### src/bipc_pkg.sv
// Package for the interrupt, latency and prefetch configuration slice.
package bipc_pkg;
	localparam int ADDR_W = 8;
	localparam logic [7:0] OFS_IRQ_DWORD = 8'h3c;
	localparam logic [7:0] OFS_BUF_CTRL = 8'h40;
	localparam logic [7:0] OFS_MODE_STATUS = 8'h44;
	localparam int POS_IRQ_ROUTING = 0;
	localparam int POS_IRQ_PIN = 8;
	localparam int POS_MIN_BURST = 16;
	localparam int POS_MAX_INTERVAL = 24;
	localparam int POS_PARK = 0;
	localparam int POS_DYN_DIS = 1;
	localparam int POS_PRED_DIS = 2;
	localparam int POS_RSVD = 3;
	localparam int POS_RM_MODE = 4;
	localparam int POS_RL_MODE = 6;
	localparam logic [7:0] RST_IRQ_ROUTING = 8'h00;
	localparam logic [7:0] PIN_FORWARD = 8'h00;
	localparam logic [7:0] PIN_REVERSE = 8'h01;
	localparam logic [7:0] RST_MIN_BURST = 8'h00;
	localparam logic [7:0] RST_MAX_INTERVAL = 8'h00;
	localparam logic [1:0] RST_RM_MODE = 2'h2;
	localparam logic [1:0] RST_RL_MODE = 2'h0;
	localparam logic [1:0] PF_ONE_LINE = 2'h0;
	localparam logic [1:0] PF_FULL_KEEP_SELF = 2'h1;
	localparam logic [1:0] PF_FULL = 2'h2;
	localparam logic [1:0] PF_FULL_KEEP_ANY = 2'h3;
	localparam logic [31:0] UNMAPPED_DATA = 32'h0000_0000;

	// Decoded prefetch policy for one read command class.
	typedef struct packed {
		logic full;
		logic keep_on_self_disc;
		logic keep_on_master_disc;
	} bipc_pf_policy_s;

	// Control outputs that steer the bridge datapath.
	typedef struct packed {
		logic park_on_bridge;
		logic dyn_prefetch_off;
		logic prediction_on;
		bipc_pf_policy_s rd_multiple;
		bipc_pf_policy_s rd_line;
	} bipc_ctrl_s;

	typedef enum logic [1:0] {BIPC_IDLE, BIPC_ANSWER} bipc_state_e;
endpackage

### src/bipc_pf_decode.sv
// Registered decoder turning the two prefetch mode fields into policies.
module bipc_pf_decode (
	input wire logic clk_sys,
	input wire logic rst_n,
	input wire logic ce,
	input wire logic [1:0] rm_mode,
	input wire logic [1:0] rl_mode,
	output bipc_pkg::bipc_pf_policy_s rm_policy,
	output bipc_pkg::bipc_pf_policy_s rl_policy
);
	import bipc_pkg::*;

	// Both classes share the encoding; read-multiple keeps data on the bridge's own disconnect
	// in mode 01, read-line on the external master's disconnect.
	function automatic bipc_pf_policy_s decode(input logic [1:0] mode, input logic line_cmd);
		bipc_pf_policy_s p;
		p = '0;
		case (mode)
			PF_ONE_LINE: begin
				p.full = 1'b0;
			end
			PF_FULL_KEEP_SELF: begin
				p.full = 1'b1;
				p.keep_on_self_disc = !line_cmd;
				p.keep_on_master_disc = line_cmd;
			end
			PF_FULL: begin
				p.full = 1'b1;
			end
			default: begin
				p.full = 1'b1;
				p.keep_on_self_disc = 1'b1;
				p.keep_on_master_disc = 1'b1;
			end
		endcase
		return p;
	endfunction

	always_ff @(posedge clk_sys) begin
		if (!rst_n) begin
			rm_policy <= decode(RST_RM_MODE, 1'b0);
			rl_policy <= decode(RST_RL_MODE, 1'b1);
		end else if (ce) begin
			rm_policy <= decode(rm_mode, 1'b0);
			rl_policy <= decode(rl_mode, 1'b1);
		end
	end
endmodule

### src/bipc_cfg_regs.sv
// Configuration slice: interrupt routing dword and data buffering control byte over Avalon-MM.
//
// Our own choice: the Avalon-MM slave port.

// Summary of operation
// - Software reads and writes an 8-bit interrupt routing byte in bits 7:0 of 3Ch, reset to zero, driven on irq_routing in both modes.
// - Bits 15:8 of 3Ch read 00h in forward mode and 01h in reverse mode, naming interrupt output A.
// - Bits 23:16 of 3Ch are a read-only minimum burst time in quarter microseconds that reads zero after reset.
// - Bits 31:24 of 3Ch are a read-only maximum access interval in quarter microseconds that reads zero after reset.
// - Bit 0 of 40h clear parks the secondary grant on the last master, set parks it on the bridge's own port.
// - Bit 1 of 40h set, reset clear, turns off dynamic prefetch control for conventional-to-serial reads.
// - Bit 2 of 40h clear, its reset value, enables completion data prediction and set disables it.
// - Read-multiple mode 00 in bits 5:4 prefetches one cache line in prefetchable ranges.
// - Read-multiple mode 01 prefetches fully and keeps leftover data after the bridge's own disconnect until discard.
// - Read-multiple mode 11 prefetches fully and keeps leftover data whichever side ended the read.
// - Read-line mode 00 in bits 7:6, the reset value, prefetches one cache line.
// - Read-line mode 01 prefetches fully and keeps leftover data after an external master disconnect.
// - Read-line mode 10 prefetches fully with no retention.
// - Read-line mode 11 prefetches fully and keeps leftover data whichever side ended the read.
module bipc_cfg_regs #(
	parameter logic [7:0] MIN_BURST_TIME = bipc_pkg::RST_MIN_BURST,
	parameter logic [7:0] MAX_ACCESS_INTERVAL = bipc_pkg::RST_MAX_INTERVAL
) (
	input wire logic clk_sys,
	input wire logic rst_n,
	input wire logic ce,
	input wire logic reverse_mode_pin,
	input wire logic [bipc_pkg::ADDR_W-1:0] avs_address,
	input wire logic avs_read,
	input wire logic avs_write,
	input wire logic [31:0] avs_writedata,
	input wire logic [3:0] avs_byteenable,
	output logic [31:0] avs_readdata,
	output logic avs_waitrequest,
	output logic avs_readdatavalid_unused,
	output bipc_pkg::bipc_ctrl_s ctrl,
	output logic [7:0] irq_routing
);
	import bipc_pkg::*;

	logic mode_meta;
	logic reverse_mode;
	bipc_state_e state;
	logic park_on_bridge;
	logic dyn_prefetch_off;
	logic prediction_off;
	logic [1:0] rm_mode;
	logic [1:0] rl_mode;
	bipc_pf_policy_s rm_policy;
	bipc_pf_policy_s rl_policy;
	logic [31:0] next_readdata;
	logic req;

	assign req = avs_read || avs_write;

	// The strap is a pin, so it is synchronised before anything reads it.
	always_ff @(posedge clk_sys) begin
		if (!rst_n) begin
			mode_meta <= 1'b0;
			reverse_mode <= 1'b0;
		end else if (ce) begin
			mode_meta <= reverse_mode_pin;
			reverse_mode <= mode_meta;
		end
	end

	// Each request is held one cycle under waitrequest so that read data is registered.
	always_ff @(posedge clk_sys) begin
		if (!rst_n) begin
			state <= BIPC_IDLE;
		end else if (ce) begin
			case (state)
				BIPC_IDLE: begin
					if (req) begin
						state <= BIPC_ANSWER;
					end
				end
				default: begin
					state <= BIPC_IDLE;
				end
			endcase
		end
	end

	always_ff @(posedge clk_sys) begin
		if (!rst_n) begin
			avs_waitrequest <= 1'b1;
		end else if (ce) begin
			avs_waitrequest <= !(state == BIPC_IDLE && req);
		end
	end

	always_ff @(posedge clk_sys) begin
		if (!rst_n) begin
			irq_routing <= RST_IRQ_ROUTING;
		end else if (ce && state == BIPC_IDLE && avs_write && avs_address == OFS_IRQ_DWORD
				&& avs_byteenable[0]) begin
			irq_routing <= avs_writedata[POS_IRQ_ROUTING +: 8];
		end
	end

	// Only the low byte lane carries writable bits; the upper buffering bits are not held here.
	always_ff @(posedge clk_sys) begin
		if (!rst_n) begin
			park_on_bridge <= 1'b0;
			dyn_prefetch_off <= 1'b0;
			prediction_off <= 1'b0;
			rm_mode <= RST_RM_MODE;
			rl_mode <= RST_RL_MODE;
		end else if (ce && state == BIPC_IDLE && avs_write && avs_address == OFS_BUF_CTRL
				&& avs_byteenable[0]) begin
			park_on_bridge <= avs_writedata[POS_PARK];
			dyn_prefetch_off <= avs_writedata[POS_DYN_DIS];
			prediction_off <= avs_writedata[POS_PRED_DIS];
			rm_mode <= avs_writedata[POS_RM_MODE +: 2];
			rl_mode <= avs_writedata[POS_RL_MODE +: 2];
		end
	end

	bipc_pf_decode u_pf_decode (
		.clk_sys(clk_sys),
		.rst_n(rst_n),
		.ce(ce),
		.rm_mode(rm_mode),
		.rl_mode(rl_mode),
		.rm_policy(rm_policy),
		.rl_policy(rl_policy)
	);

	always_ff @(posedge clk_sys) begin
		if (!rst_n) begin
			ctrl <= '0;
		end else if (ce) begin
			ctrl.park_on_bridge <= park_on_bridge;
			ctrl.dyn_prefetch_off <= dyn_prefetch_off;
			ctrl.prediction_on <= !prediction_off;
			ctrl.rd_multiple <= rm_policy;
			ctrl.rd_line <= rl_policy;
		end
	end

	always_comb begin
		next_readdata = UNMAPPED_DATA;
		if (avs_address == OFS_IRQ_DWORD) begin
			next_readdata[POS_IRQ_ROUTING +: 8] = irq_routing;
			next_readdata[POS_IRQ_PIN +: 8] = reverse_mode ? PIN_REVERSE : PIN_FORWARD;
			next_readdata[POS_MIN_BURST +: 8] = MIN_BURST_TIME;
			next_readdata[POS_MAX_INTERVAL +: 8] = MAX_ACCESS_INTERVAL;
		end else if (avs_address == OFS_BUF_CTRL) begin
			next_readdata[POS_PARK] = park_on_bridge;
			next_readdata[POS_DYN_DIS] = dyn_prefetch_off;
			next_readdata[POS_PRED_DIS] = prediction_off;
			next_readdata[POS_RSVD] = 1'b0;
			next_readdata[POS_RM_MODE +: 2] = rm_mode;
			next_readdata[POS_RL_MODE +: 2] = rl_mode;
		end else if (avs_address == OFS_MODE_STATUS) begin
			next_readdata[0] = reverse_mode;
		end
	end

	always_ff @(posedge clk_sys) begin
		if (!rst_n) begin
			avs_readdata <= UNMAPPED_DATA;
		end else if (ce && state == BIPC_IDLE && avs_read) begin
			avs_readdata <= next_readdata;
		end
	end

	// Waitrequest marks the answer, so no separate valid strobe is ever raised.
	always_ff @(posedge clk_sys) begin
		if (!rst_n) begin
			avs_readdatavalid_unused <= 1'b0;
		end else if (ce) begin
			avs_readdatavalid_unused <= 1'b0;
		end
	end
endmodule

### config.mk
export PLATFORM = sky130hd
export DESIGN_NAME = bipc_cfg_regs
export DESIGN_NICKNAME = d
export VERILOG_FILES = /design/src/bipc_pkg.sv /design/src/bipc_pf_decode.sv /design/src/bipc_cfg_regs.sv
export SDC_FILE = /design/constraint.sdc
export NUM_CORES = 1
export LEC_CHECK = 0
export ABC_AREA = 1
export BUFFER_PORTS_ARGS = -buffer_cell sky130_fd_sc_hd__buf_2
export CORE_ASPECT_RATIO = 0.5
export CORE_MARGIN = 4
export CORE_UTILIZATION = 46
export CTS_CLUSTER_SIZE = 25
export DETAILED_ROUTE_END_ITERATION = 7
export PLACE_DENSITY = 0.8
export SLEW_MARGIN = 20
export SYNTH_ARGS = -nofsm -noshare
export SYNTH_HDL_FRONTEND = slang
export SYNTH_HIERARCHICAL = 1
export SYNTH_SLANG_ARGS = --single-unit
### constraint.sdc
create_clock -name clk_sys -period 1.5 [get_ports clk_sys]
set_clock_uncertainty 0.15 [all_clocks]
set_input_delay 0.3 -clock clk_sys [delete_from_list [all_inputs] [get_ports clk_sys]]
set_output_delay 0.3 -clock clk_sys [all_outputs]
set_load 0.01 [all_outputs]
# == After elaboration in Yosys (flattened, before gate mapping) ==
# Cells that the tools add are included.
# Widths: inputs -> output; s select.
# totals
register_bits,67
in_bits,50
output_inout_bits,51
word_cells,63
# classes
n_eq_ne,8
mux,12
reduce_logical,17
# ops
cell,n
$eq 8x7->1 const B,2
$eq 8x6->1 const B,1
$logic_and 1x1->1,8
$mux 8,1
$pmux 2 s2,2
$mux 7,1
$logic_not 2->1,3
$mux 1,6
$eq 2x1->1 const B,2
$eq 2x2->1 const B,2
$mux 2,2
$reduce_or 2->1,2
$logic_not 1->1,2
$ne 2x2->1 const B,1
$reduce_and 2->1,1
$logic_or 1x1->1,1

# == Logic depth before layout (Yosys ltp) ==
# depth
depth_word,5
ltp_mapped,7
ltp_nobuf,7

# == Hierarchy ==
# Netlist, hierarchy kept.
# by_module_without_submodules
module,instances,cells_per_inst,area_per_inst_um2,seq_area_each_um2
bipc_cfg_regs,1,266,1869.3,740.7
bipc_pf_decode,1,28,216.5,120.1

# == Worst setup path before layout ==
# OpenSTA, ideal clock, no wires.
# synth_path
path_kind,input port to flip-flop
from,input port avs_address[1] (netlist bit)
to,register rm_mode[1]
setup_time_ps,133
arrival_ps,958
required_time_ps,1217
slack_ps,258
path_stages,7
path_buffers,1
cell_sequence,nor2_1 -> nand3_1 -> nor2_2 -> buf_4 -> nand2_1 -> nand2_1 -> nand3_1
# synth_via
elab_chain_cells,3
# synth_rtl
item,line,rtl
from (decl),bipc_cfg_regs.sv:28,"input wire logic [bipc_pkg::ADDR_W-1:0] avs_address,"
$eq 8x7->1,bipc_cfg_regs.sv:110,end else if (ce && state == BIPC_IDLE && avs_write && avs_address == OFS_BUF_CTRL
$logic_and 1x1->1,bipc_cfg_regs.sv:110,
$logic_and 1x1->1,bipc_cfg_regs.sv:111,&& avs_byteenable[0]) begin
to (signal assigned),bipc_cfg_regs.sv:115,rm_mode <= avs_writedata[POS_RM_MODE +: 2];
to (decl),bipc_cfg_regs.sv:47,logic [1:0] rm_mode;
# No other way between the ends.
# A chain may end at the register's enable or synchronous reset.

# == Final worst setup path ==
# layout_path
from,register irq_routing[6]
to,output port irq_routing[6]
# layout_rtl
item,line,rtl
from (decl),bipc_cfg_regs.sv:37,output logic [7:0] irq_routing
from (signal assigned),bipc_cfg_regs.sv:98,irq_routing <= avs_writedata[POS_IRQ_ROUTING +: 8];
# No word-level cell between the ends.

==> results.py <==
metrics = {
    "clock_network": {
        "cts_resized": 0,
        "cts.sinks": 43,
        "cts_made_buffers": 5,
        "hold_buffers": 0,
        "cts_root_buf": "clkbuf_8",
        "post_cts_buffers": 0,
        "cts-htree-levels": 2,
        "cts_buffer_depth": 2,
        "cts_tree": "yes",
        "clk_pin_slew_ps": 80,
        "clock_latency_ps": 300,
    },
    "power": {
        "clkPwrFrac_pct": 38.5,
        "p_int_mw": 1.82,
        "pwr-share-comb_pct": 11.9,
        "power_leakage_nw": 1.23,
        "power.density_nw_per_um2": 987,
        "sw_frac_of_total_pct": 24.6,
        "power_mw": 2.42,
        "peakVddDrop_uv": 350,
        "p_switching_mw": 0.594,
        "seqPwrFrac_pct": 49.6,
    },
    "place": {
        "placedCellCount": 395,
        "place_area_um2": 2330,
        "numPortBuffers": 49,
        "gp_congestion": 0.794,
        "dp.final_hpwl_um": 3540,
        "dp_slack_ps": 89.4,
    },
    "yosys": {
        "synth_area_leaders": "dfxtp_1 (41%), nand3_1 (11%), buf_4 (10%), nand2_1 (7.9%), nor2_1 (7.9%)",
        "ys_seq_area_share_pct": 41.3,
        "avgSynthCellArea_um2": 7.09,
        "yosysWarnings": 6,
        "synthCells": 294,
        "yosysTopAreaCellShare_pct": 41.3,
        "synth-seq-cells": 43,
        "syn_area_um2": 2090,
        "yosys.area.top_type": "dfxtp_1",
        "synthDistinctLibCells": 23,
    },
    "global_routing": {
        "grt_start_max_net_pins": 31,
        "top_usage_layer": "met2",
        "first_global_vias": 1890,
        "antenna_found_initial": 0,
        "use_met3_pct": 4.63,
        "grt.overflow.total": 0,
        "use_met1_pct": 21.8,
        "grt_usage_pct": 17.9,
        "grt_pass1_wl_um": 8290,
        "grt_use_met2_pct": 29.6,
    },
    "critical_path": {
        "critPathMaxFanout": 3,
        "reg2reg_depth": 7,
        "max_stage_delay_ps": 380,
        "crit_type": "flop to output pin",
        "cp-start-kind": "flop",
        "crit_path_end_kind": "output pin",
        "crit_buf_inv": 1,
        "critical_path_cell_count": 1,
        "worstPathRequired_ps": 1050,
        "critPathTopFamily": "flip-flops",
        "cp_data_arrival_time_ps": 850,
        "cpMaxStageDelayCell": "dfxtp_1",
        "path_cells": "buf_2",
    },
    "sta": {
        "fin_hold_ws_ps": 82.5,
        "fmax_mhz": 768,
        "setup_viol": 0,
        "drv_slew": 0,
        "hold_viol": 0,
        "postLayoutSetupSlackWorst_ps": 198,
        "fin_setup_tns_ps": 0,
        "fin_crit_sh_pct": 86.8,
        "finalCriticalPeriod_ps": 1300,
        "rsz0062_at_grt": "no",
    },
    "routing": {
        "drt_iter0_drc": 104,
        "drc": 0,
        "vias": 1966,
        "drtPass1Iterations": 4,
        "postRouteAntennaNets": 0,
        "via_per_inst": 4.88,
        "drt_wl_total_um": 4780,
        "wl_per_cell_um": 11.9,
    },
    "min_path": {
        "hold_depth": 3,
        "holdCritPathClass": "primary input to flop",
    },
    "layout": {
        "final_cell_mix": "buf_2 (49), nor2_1 (44), nand3_1 (44), nand2_1 (44), dfxtp_1 (43)",
        "nets": 398,
        "area_growth_pct": 17.5,
        "antenna_cells": 0,
        "layoutNonFillerInstCount": 403,
        "design_area_um2": 2450,
        "final_common_cell": "buf_2",
        "final_util_pct": 59.4,
        "final_layout_size_suffix_gt1_share_pct": 22.1,
    },
    "floorplanning": {
        "initial_utilization_pct": 50.6,
        "dieWidth_um": 103,
        "rows": 16,
        "die_height_um": 55.6,
        "design.die.area_um2": 5740,
        "fp.coreArea_um2": 4120,
        "ios": 101,
    },
    "job": {
        "drv_cap": 0,
    },
    "run_status": {
        "status": "complete, no violations",
    },
}
Yosys cell counts:
master    instances
nand2_1          44
nand3_1          44
nor2_1           44
dfxtp_1          43
buf_4            28
inv_1            27
a21oi_1          20
o21ai_0          16
o21a_1            6
nor2_2            3
a21oi_2           2
buf_1             2
buf_6             2
clkbuf_1          2
inv_2             2
o21ai_1           2
and2_1            1
buf_2             1
clkinv_1          1
conb_1            1
nand2_2           1
nand3_2           1
nor2_4            1
final timing paths:
check,endpoint,startpoint,slack (ps)
max,irq_routing[6],irq_routing[6],200
min,mode_meta,reverse_mode_pin,80
max reg2reg,rm_mode[0],state[0],210
min reg2reg,u_pf_decode/rl_policy[0],u_pf_decode/rl_policy[0],320
metal layers:
layer	vias to the layer above	routed length [um]
met1	877	1990
met5	-	0
met4	0	99
met2	80	2280
li1	1000	-
met3	9	407
power by group through the flow:
stage / Clock (mW) / Combinational (mW) / Sequential, mW
floorplan: 0 / 0.212 / 1.24
global placement: 0 / 0.276 / 1.23
detailed placement: 0 / 0.286 / 1.23
CTS: 0.945 / 0.288 / 1.20
global route: 0.986 / 0.329 / 1.21
finish: 0.930 / 0.287 / 1.20
logic make-up (layout without fill, tap and decap cells):
logic type / count (synthesis) / after routing / synth area share [%]
buffers and inverters: 65 / 97 / 17.5
AND/OR/NAND/NOR: 139 / 139 / 28.9
flip-flops: 43 / 43 / 41.3
other: 1 / 24 / 0.180
AO/OA/AOI/OAI: 46 / 46 / 12.1
worst min-delay path, cell delays in order:
cell and delay, ps:
buf_2 70, nor2_1 30, nor2_1 90
sequential cells by signal (all words and copies together), names as in the netlist:
register / flops
ctrl: 9
reverse_mode: 1
rm_mode: 2
dyn_prefetch_off: 1
u_pf_decode/rl_policy: 3
u_pf_decode/rm_policy: 3
avs_waitrequest: 1
avs_readdata: 9
irq_routing: 8
rl_mode: 2
prediction_off: 1
mode_meta: 1
park_on_bridge: 1
state: 1
final cells by class:
class / instances / area [um^2]
Fill cell: 385 / 1670
Multi-Input combinational cell: 209 / 946
Timing Repair Buffer: 59 / 345
Tap cell: 54 / 67.6
Inverter: 30 / 113
Sequential cell: 43 / 861
Clock inverter: 2 / 35.0
Clock buffer: 6 / 82.6
Power figures use the tool's default switching activity.
